[src/include/charger_cfg_pkg.sv]
// Shared constants and types for the charger configuration register bank
package charger_cfg_pkg;

	// ************************************************************
	// Register map
	// ************************************************************
	localparam logic [7:0] PRECHG_TERM_OFFSET = 8'h1A;
	localparam logic [7:0] THERM_SYSV_OFFSET = 8'h1B;
	localparam logic [7:0] PRECHG_TERM_RESET = 8'hF8;
	localparam logic [7:0] THERM_SYSV_RESET = 8'h10;
	localparam logic [7:0] UNMAPPED_READ = 8'h00;

	// ************************************************************
	// Field positions
	// ************************************************************
	localparam int PREQUAL_LSB = 5;
	localparam int TERM_LSB = 3;
	localparam int TOPOFF_LSB = 0;
	localparam int DIE_TEMP_LSB = 5;
	localparam int SYSV_LSB = 0;

	// ************************************************************
	// Decode figures
	// ************************************************************
	localparam logic [11:0] PREQUAL_BASE_MV = 12'h08FC;
	localparam logic [11:0] PREQUAL_STEP_MV = 12'h0064;
	localparam logic [7:0] TERM_CODE0_PCT_X10 = 8'h32;
	localparam logic [7:0] TERM_CODE1_PCT_X10 = 8'h4B;
	localparam logic [7:0] TERM_CODE2_PCT_X10 = 8'h64;
	localparam logic [7:0] TERM_CODE3_PCT_X10 = 8'h96;
	localparam logic [5:0] TOPOFF_STEP_MIN = 6'h05;
	localparam logic [6:0] DIE_TEMP_BASE_C = 7'h3C;
	localparam logic [6:0] DIE_TEMP_STEP_C = 7'h0A;
	localparam logic [2:0] DIE_TEMP_SAT_CODE = 3'h4;
	localparam logic [6:0] DIE_TEMP_MAX_C = 7'h64;
	localparam logic [12:0] SYSV_BASE_MV = 13'h1004;
	localparam logic [12:0] SYSV_STEP_MV = 13'h0019;
	localparam logic [4:0] SYSV_SAT_CODE = 5'h1C;
	localparam logic [12:0] SYSV_MAX_MV = 13'h12C0;

	// ************************************************************
	// Types
	// ************************************************************
	typedef struct packed {
		logic [11:0] prequal_mv;
		logic [7:0] term_pct_x10;
		logic [5:0] topoff_min;
		logic [6:0] die_temp_c;
		logic [12:0] sysv_mv;
	} charger_settings_t;

	typedef struct packed {
		logic [2:0] prequal_voltage_sel;
		logic [1:0] term_sel;
		logic [2:0] topoff_sel;
		logic [2:0] die_temp_regulation_sel;
		logic [4:0] system_voltage_target;
	} charger_fields_t;

	typedef enum logic [4:0] {
		ST_IDLE = 5'b0_0001,
		ST_RX = 5'b0_0010,
		ST_ACK_OUT = 5'b0_0100,
		ST_TX = 5'b0_1000,
		ST_ACK_IN = 5'b1_0000
	} i2c_state_t;

	typedef enum logic [1:0] {
		PH_ADDR = 2'b00,
		PH_PTR = 2'b01,
		PH_DATA = 2'b10
	} i2c_phase_t;

endpackage : charger_cfg_pkg

[src/core/charger_field_decode.sv]
// Decoder from raw register fields to charger analog settings
`timescale 1ns/1ps

module charger_field_decode (
	// Raw fields
	input wire charger_cfg_pkg::charger_fields_t fields_i,
	// Decoded settings
	output charger_cfg_pkg::charger_settings_t settings_o
);

	// ************************************************************
	// Lookup for termination current
	// ************************************************************
	function automatic logic [7:0] term_lookup(input logic [1:0] code);
		logic [7:0] pct;
		pct = charger_cfg_pkg::TERM_CODE0_PCT_X10;
		case (code)
			2'h1: pct = charger_cfg_pkg::TERM_CODE1_PCT_X10;
			2'h2: pct = charger_cfg_pkg::TERM_CODE2_PCT_X10;
			2'h3: pct = charger_cfg_pkg::TERM_CODE3_PCT_X10;
			default: pct = charger_cfg_pkg::TERM_CODE0_PCT_X10;
		endcase
		return pct;
	endfunction : term_lookup

	// Named intermediate products
	wire [11:0] prequal_mv;
	wire [6:0] die_temp_lin;
	wire [12:0] sysv_lin;
	wire die_temp_sat;
	wire sysv_sat;

	// Linear steps; both saturating fields clamp from their saturation code up (die temp code 4, system voltage code 28)
	assign prequal_mv = charger_cfg_pkg::PREQUAL_BASE_MV
		+ 12'(charger_cfg_pkg::PREQUAL_STEP_MV * 12'(fields_i.prequal_voltage_sel));
	assign die_temp_lin = charger_cfg_pkg::DIE_TEMP_BASE_C
		+ 7'(charger_cfg_pkg::DIE_TEMP_STEP_C * 7'(fields_i.die_temp_regulation_sel));
	assign die_temp_sat = fields_i.die_temp_regulation_sel >= charger_cfg_pkg::DIE_TEMP_SAT_CODE;
	assign sysv_lin = charger_cfg_pkg::SYSV_BASE_MV
		+ 13'(charger_cfg_pkg::SYSV_STEP_MV * 13'(fields_i.system_voltage_target));
	assign sysv_sat = fields_i.system_voltage_target >= charger_cfg_pkg::SYSV_SAT_CODE;

	// Settings bundle
	assign settings_o.prequal_mv = prequal_mv;
	assign settings_o.term_pct_x10 = term_lookup(fields_i.term_sel);
	assign settings_o.topoff_min = 6'(charger_cfg_pkg::TOPOFF_STEP_MIN
		* 6'(fields_i.topoff_sel));
	assign settings_o.die_temp_c = die_temp_sat ? charger_cfg_pkg::DIE_TEMP_MAX_C
		: die_temp_lin;
	assign settings_o.sysv_mv = sysv_sat ? charger_cfg_pkg::SYSV_MAX_MV : sysv_lin;

endmodule : charger_field_decode

[src/core/charger_config_regs.sv]
// Charger configuration registers behind an I2C target port
`timescale 1ns/1ps

// Contract
// - Both registers read/write over I2C, strap-selected address
// - Offset 0x1A resets to 0xF8, all bits RW
// - Offset 0x1B resets to 0x10, all bits RW
// - 0x1A[7:5] prequal threshold 2.3V plus 0.1V/code
// - 0x1A[4:3] termination 5, 7.5, 10, 15 percent
// - 0x1A[2:0] top-off time five minutes per code
// - 0x1B[7:5] die temp 60C+10C/code, saturates 100C
// - 0x1B[4:0] system voltage 4.1V+25mV/code, clamps 4.8V
module charger_config_regs #(
	parameter logic [6:0] ADDR_BASE = 7'h40 // Arbitrary value
) (
	// Clock and reset
	input wire logic sys_clk_i,
	input wire logic rst_n_i,
	// Address strap
	input wire logic addr_sel_i,
	// I2C pins
	input wire logic scl_i,
	input wire logic sda_i,
	output logic sda_o,
	output logic sda_oe_o,
	// Charger settings
	output charger_cfg_pkg::charger_fields_t fields_o,
	output charger_cfg_pkg::charger_settings_t settings_o
);

	// ************************************************************
	// Declarations
	// ************************************************************
	logic [7:0] prechg_term;
	logic [7:0] therm_sysv;
	logic strap_done;
	logic [6:0] own_addr;
	logic scl_q;
	logic sda_q;
	charger_cfg_pkg::i2c_state_t state;
	charger_cfg_pkg::i2c_state_t next_state;
	charger_cfg_pkg::i2c_phase_t phase;
	charger_cfg_pkg::i2c_phase_t next_phase;
	logic [3:0] bit_cnt;
	logic [3:0] next_bit_cnt;
	logic [7:0] shift;
	logic [7:0] next_shift;
	logic [7:0] ptr;
	logic [7:0] next_ptr;
	logic is_read;
	logic next_is_read;
	logic host_ack;
	logic next_host_ack;
	logic next_sda_oe;
	logic wr_en;
	charger_cfg_pkg::charger_fields_t fields;
	charger_cfg_pkg::charger_settings_t settings;

	// ************************************************************
	// Bus events and register select
	// ************************************************************
	wire start_seen = scl_i & scl_q & sda_q & ~sda_i;
	wire stop_seen = scl_i & scl_q & ~sda_q & sda_i;
	wire scl_rise = scl_i & ~scl_q;
	wire scl_fall = ~scl_i & scl_q;
	wire byte_done = bit_cnt == 4'h8;
	wire addr_match = shift[7:1] == own_addr;
	wire sel_prechg = ptr == charger_cfg_pkg::PRECHG_TERM_OFFSET;
	wire sel_therm = ptr == charger_cfg_pkg::THERM_SYSV_OFFSET;
	wire [7:0] rd_data = sel_prechg ? prechg_term
		: sel_therm ? therm_sysv : charger_cfg_pkg::UNMAPPED_READ;

	// ************************************************************
	// Address strap
	// ************************************************************
	// Strap sampled once after reset release, never under reset
	always_ff @(posedge sys_clk_i) begin
		if (!rst_n_i) begin
			strap_done <= 1'b0;
			own_addr <= ADDR_BASE;
		end else if (!strap_done) begin
			strap_done <= 1'b1;
			own_addr <= {ADDR_BASE[6:1], addr_sel_i};
		end
	end

	// ************************************************************
	// I2C target state machine
	// ************************************************************
	// Next-state logic; starts and stops override any state
	always_comb begin
		next_state = state;
		next_phase = phase;
		next_bit_cnt = bit_cnt;
		next_shift = shift;
		next_ptr = ptr;
		next_is_read = is_read;
		next_host_ack = host_ack;
		next_sda_oe = sda_oe_o;
		wr_en = 1'b0;
		if (start_seen) begin
			next_state = charger_cfg_pkg::ST_RX;
			next_phase = charger_cfg_pkg::PH_ADDR;
			next_bit_cnt = 4'h0;
			next_sda_oe = 1'b0;
		end else if (stop_seen) begin
			next_state = charger_cfg_pkg::ST_IDLE;
			next_sda_oe = 1'b0;
		end else begin
			case (state)
				charger_cfg_pkg::ST_IDLE: begin
					next_sda_oe = 1'b0;
				end
				charger_cfg_pkg::ST_RX: begin
					if (scl_rise && !byte_done) begin
						next_shift = {shift[6:0], sda_i};
						next_bit_cnt = bit_cnt + 4'h1;
					end else if (scl_fall && byte_done) begin
						next_state = charger_cfg_pkg::ST_ACK_OUT;
						next_sda_oe = 1'b1;
						case (phase)
							charger_cfg_pkg::PH_ADDR: begin
								next_is_read = shift[0];
								if (!addr_match) begin
									next_state = charger_cfg_pkg::ST_IDLE;
									next_sda_oe = 1'b0;
								end
							end
							charger_cfg_pkg::PH_PTR: begin
								next_ptr = shift;
							end
							default: begin
								wr_en = 1'b1;
								next_ptr = ptr + 8'h01;
							end
						endcase
					end
				end
				charger_cfg_pkg::ST_ACK_OUT: begin
					if (scl_fall) begin
						next_bit_cnt = 4'h0;
						if (is_read) begin
							// Pointer advances in the same cycle the byte is loaded from it
							next_state = charger_cfg_pkg::ST_TX;
							next_shift = rd_data;
							next_ptr = ptr + 8'h01;
							next_sda_oe = ~rd_data[7];
						end else begin
							next_state = charger_cfg_pkg::ST_RX;
							next_sda_oe = 1'b0;
							if (phase == charger_cfg_pkg::PH_ADDR) begin
								next_phase = charger_cfg_pkg::PH_PTR;
							end else begin
								next_phase = charger_cfg_pkg::PH_DATA;
							end
						end
					end
				end
				charger_cfg_pkg::ST_TX: begin
					if (scl_fall) begin
						next_bit_cnt = bit_cnt + 4'h1;
						next_shift = {shift[6:0], 1'b0};
						next_sda_oe = ~shift[6];
						if (bit_cnt == 4'h7) begin
							next_state = charger_cfg_pkg::ST_ACK_IN;
							next_sda_oe = 1'b0;
						end
					end
				end
				charger_cfg_pkg::ST_ACK_IN: begin
					// A host NACK ends the read; we wait for stop or start
					if (scl_rise) begin
						next_host_ack = ~sda_i;
					end else if (scl_fall) begin
						next_bit_cnt = 4'h0;
						if (host_ack) begin
							next_state = charger_cfg_pkg::ST_TX;
							next_shift = rd_data;
							next_ptr = ptr + 8'h01;
							next_sda_oe = ~rd_data[7];
						end else begin
							next_state = charger_cfg_pkg::ST_IDLE;
						end
					end
				end
				default: begin
					next_state = charger_cfg_pkg::ST_IDLE;
					next_sda_oe = 1'b0;
				end
			endcase
		end
	end

	// State and pin flip-flops
	always_ff @(posedge sys_clk_i) begin
		if (!rst_n_i) begin
			scl_q <= 1'b1;
			sda_q <= 1'b1;
			state <= charger_cfg_pkg::ST_IDLE;
			phase <= charger_cfg_pkg::PH_ADDR;
			bit_cnt <= 4'h0;
			shift <= 8'h00;
			ptr <= 8'h00;
			is_read <= 1'b0;
			host_ack <= 1'b0;
			sda_oe_o <= 1'b0;
			sda_o <= 1'b0;
		end else begin
			scl_q <= scl_i;
			sda_q <= sda_i;
			state <= next_state;
			phase <= next_phase;
			bit_cnt <= next_bit_cnt;
			shift <= next_shift;
			ptr <= next_ptr;
			is_read <= next_is_read;
			host_ack <= next_host_ack;
			sda_oe_o <= next_sda_oe;
			sda_o <= 1'b0; // Open drain: only ever pulls low
		end
	end

	// ************************************************************
	// Register file
	// ************************************************************
	// Writes to unmapped offsets are acknowledged and dropped
	always_ff @(posedge sys_clk_i) begin
		if (!rst_n_i) begin
			prechg_term <= charger_cfg_pkg::PRECHG_TERM_RESET;
			therm_sysv <= charger_cfg_pkg::THERM_SYSV_RESET;
		end else if (wr_en && sel_prechg) begin
			prechg_term <= shift;
		end else if (wr_en && sel_therm) begin
			therm_sysv <= shift;
		end
	end

	// ************************************************************
	// Field decode
	// ************************************************************
	// Raw fields split from the stored bytes
	assign fields.prequal_voltage_sel = prechg_term[charger_cfg_pkg::PREQUAL_LSB +: 3];
	assign fields.term_sel = prechg_term[charger_cfg_pkg::TERM_LSB +: 2];
	assign fields.topoff_sel = prechg_term[charger_cfg_pkg::TOPOFF_LSB +: 3];
	assign fields.die_temp_regulation_sel = therm_sysv[charger_cfg_pkg::DIE_TEMP_LSB +: 3];
	assign fields.system_voltage_target = therm_sysv[charger_cfg_pkg::SYSV_LSB +: 5];

	// Decoded settings for the analog charger
	charger_field_decode u_decode (
		.fields_i(fields),
		.settings_o(settings)
	);

	// Registered outputs lag the stored bytes by one cycle
	always_ff @(posedge sys_clk_i) begin
		if (!rst_n_i) begin
			fields_o <= '0;
			settings_o <= '0;
		end else begin
			fields_o <= fields;
			settings_o <= settings;
		end
	end

endmodule : charger_config_regs

[config.mk]
export PLATFORM = sky130hd
export DESIGN_NAME = charger_config_regs
export DESIGN_NICKNAME = d
export VERILOG_FILES = /design/src/include/charger_cfg_pkg.sv /design/src/core/charger_field_decode.sv /design/src/core/charger_config_regs.sv
export SDC_FILE = /design/constraint.sdc
export NUM_CORES = 1
export LEC_CHECK = 0
export BUFFER_PORTS_ARGS = -buffer_cell sky130_fd_sc_hd__buf_4
export CAP_MARGIN = 20
export CORE_UTILIZATION = 30
export CTS_BUF_LIST = sky130_fd_sc_hd__clkbuf_4 sky130_fd_sc_hd__clkbuf_8
export CTS_CLUSTER_DIAMETER = 80
export DETAILED_ROUTE_END_ITERATION = 8
export SLEW_MARGIN = 20
export SYNTH_ARGS = -nofsm -noshare
export SYNTH_HDL_FRONTEND = slang
export SYNTH_SLANG_ARGS = --single-unit
[constraint.sdc]
create_clock -name sys_clk_i -period 3 [get_ports sys_clk_i]
set_clock_uncertainty 0.15 [all_clocks]
set_input_delay 0.15 -clock sys_clk_i [delete_from_list [all_inputs] [get_ports sys_clk_i]]
set_output_delay 0.15 -clock sys_clk_i [all_outputs]
set_load 0.005 [all_outputs]
==> impl_metrics.csv <==
group,metric,value,unit
detailed_routing,drt_iter0_drc,224,
yosys,synth_fa_ha_area_frac,0.1224,
yosys,syn_area,5050,um2
yosys,synth.top_cell.area_share,0.4123,
global_route,grt_pass1_wl,19350,um
yosys,synth-xor-area-share,0.02577,
floorplanning,num_rows,47,
yosys,synth-simple-area-share,0.2039,
sta,slew_headroom,0.3974,
sta,rsz0062_at_grt,"false",
sta,tightest_slew,902.5,ps
yosys,ys_ff_latch,104,
yosys,syn_inst,551,
finish,finish.instance_area,5917,um2
finish,final_nets,658,
detailed_routing,wire_per_inst,14.14,um
sta,max_freq,353.1,MHz
clock_tree,post_cts_buffers,0,
clock_tree,cts.sinks,104,
floorplanning,die_y,131.7,um
floorplanning,coreArea,16520,um2
yosys,avgSynthCellArea,9.165,um2
worst_setup_path,critPathArrivalTime,2980,ps
sta,setup_viol,0,
global_route,grt_start_max_net_pins,49,
finish,fill_cells,1644,
clock_tree,root_buffer,"clkbuf_8",
clock_tree,cts_buffers,9,
yosys,synth-edff-count,0,
floorplanning,io-pin-count,69,
finish,layout-drive-gt1-share,0.1735,
global_route,track_usage,0.1383,
hold_path,hp-class,"reg -> reg",
pwr,powerDensity,434.3,nW/um2
worst_setup_path,worstPathRequired,3150,ps
worst_setup_path,crit_path_end_kind,"flip-flop",
yosys,synth_top_family_by_area,"simple AND/OR/NAND/NOR gates",
yosys,ys_types,62,
global_route,antenna_found_initial,0,
floorplanning,die_w,131.7,um
yosys,synthArstFlopShare,0,
detailed_routing,first_pass_iters,4,
outcome,status,"complete, no violations",
placement,portBuffers,63,
clock_tree,cts-htree-levels,3,
placement,placed_area,5670,um2
finish,syn_to_final_growth,17.17,%
yosys,ys_seq_area_frac,0.4123,
finish,antenna_cells,0,
clock_tree,cts_tree,"built",
sta,slew_viol_final,0,
detailed_routing,vias,4097,
worst_setup_path,crit_type,"reg -> reg",
sta,finalCriticalPeriod,2832,ps
placement,gp_congestion,0.8285,
detailed_routing,drc,0,
clock_tree,clkTransAtPathRegs,110,ps
pwr,ir_drop,0.2262,mV
clock_tree,clk_latency,390,ps
yosys,netlist_top_cells_area,"dfxtp_1 41%, ha_1 11%, nor2_1 4.5%",
yosys,synth_top_cell_by_area,"dfxtp_1",
detailed_routing,wirelength,11750,um
detailed_routing,avgViaCountPerCell,4.930,
yosys,yosysWarnings,0,
yosys,synthMuxAreaShare,0.02775,
floorplanning,fp.dieArea,17360,um2
run,max_cap_viol_count,0,
floorplanning,start_util,0.3056,
placement,place_hpwl,8249,um
detailed_routing,final_antenna_net_count,0,
global_route,grt_overflow,0,
sta,setup_tns,0,ps
yosys,synth_flop_cell,"dfxtp_1",
global_route,grt_pass1_vias,3926,
sta,fin_crit_sh,0.9439,
sta,finalHoldViolCount,0,
yosys,synth_compound_area_frac,0.1484,
pwr,leakage,2.454,nW
clock_tree,clk_path_buf_depth,2,
worst_setup_path,start_kind,"flip-flop",
worst_setup_path,crit_fanout,5,
## cell families (layout without fill, tap and decap cells)
family                   count (synthesis)  after routing
other                                    1              5
buffers and inverters                   59            115
flip-flops                             104            104
AND/OR/NAND/NOR                        206            206
XOR/XNOR                                14             14
multiplexers                            14             14
AO/OA/AOI/OAI                          106            106
adder cells (fa/ha/maj)                 47             47
## worst paths after layout
check / slack (ps) / depth (start not counted) / from / end
min: 360 / 2 / bit_cnt[1] / bit_cnt[1]
min reg2reg: 360 / 2 / bit_cnt[1] / bit_cnt[1]
max: 170 / 10 / therm_sysv[0] / settings_o[10]
max reg2reg: 170 / 10 / therm_sysv[0] / settings_o[10]
## Yosys cell counts (12+ instances only)
cell / count
buf_4: 13
nor3_1: 12
inv_1: 21
clkbuf_1: 18
mux2i_1: 14
nand3_1: 13
a21oi_1: 32
o21ai_0: 15
nand2_1: 50
ha_1: 43
nor2_1: 60
dfxtp_1: 104
and2_1: 15
## sequential cells by signal (all words and copies together) (netlist names)
name,cells
strap_done,1
prechg_term,8
therm_sysv,8
bit_cnt,4
ptr,8
is_read,1
phase,2
fields_o,16
sda_oe_o,1
settings_o,38
scl_q,1
state,5
shift,8
sda_q,1
host_ack,1
own_addr,1
## placed cells by master (no fill, tap or decap), types with 6 or more instances in the layout
cell type / Yosys / layout
nand2b_1: 9 / 9
and3_1: 8 / 8
o21ai_0: 15 / 15
nor2_1: 60 / 60
nand2_1: 50 / 50
a21oi_1: 32 / 32
ha_1: 43 / 43
nor3_1: 12 / 12
o31ai_1: 7 / 7
xnor2_1: 8 / 8
and2_1: 15 / 15
mux2i_1: 14 / 14
a311oi_2: 7 / 7
nand3_1: 13 / 13
inv_1: 21 / 20
clkbuf_8: 0 / 9
nor2b_1: 7 / 7
buf_4: 13 / 73
o211ai_1: 7 / 7
o311ai_0: 6 / 6
dfxtp_1: 104 / 102
## through the flow
| stage | hold WS [ps] | utilization | power, mW | cells | setup slack (ps) |
|---|---|---|---|---|---|
| 2_1_floorplan | 27.72 | - | 1.656 | 555 | 285.8 |
| 5_1_grt | 392.2 | 0.3581 | 2.695 | 831 | 14.73 |
| 4_1_cts | 354.6 | 0.3578 | 2.604 | 831 | 97.81 |
| 6_report | 356.4 | 0.3581 | 2.570 | 831 | 168.3 |
| 3_5_place_dp | 243.5 | 0.3432 | 1.724 | 810 | 114.9 |
| 3_3_place_gp | 233.6 | 0.3432 | 1.721 | 810 | 168.1 |
## where the power goes
group	total (mW)	switching [mW]	internal (mW)	leakage, nW
Combinational	0.242	0.137	0.105	1.50
Clock	0.872	0.537	0.335	0.100
Sequential	1.46	0.0409	1.41	0.850
Total	2.57	0.715	1.85	2.45
## worst max-delay path: stages (launching register included)
cell and delay [ps]:
dfxtp_4 380, inv_1 70, ha_1 290, ha_1 270
ha_1 300, ha_1 230, fa_1 420, a21o_1 200
a21o_1 200, a31oi_1 180, nor2_1 50
## what timing repair did
item / in CTS / in global routing
endpoints found under the setup margin: 0 / 3
hold buffers: 5 / 0
endpoints found under the hold margin: 8 / 0
gates resized for setup: 0 / 3
## layer usage
layer	wire [um]	vias up	global-route usage	share of wire
met5	0	-	0	0
met4	182	0	0.05749	0.015
met3	545	16	0.02960	0.046
met2	5708	99	0.2278	0.49
met1	5312	1963	0.1750	0.45
li1	-	2019	-	-
## area by class of cell
cell class,instances,area (um2),share of cell area
sequential,104,2087,0.3527
multi-input combinational,392,2686,0.4540
clock buffer,10,131.4,0.02220
tap,220,275.3,0.04652
clock inverter,6,60.06,0.01015
timing repair buffer,78,598.1,0.1011
inverter,21,78.83,0.01332
(Power assumes the default switching activity.)
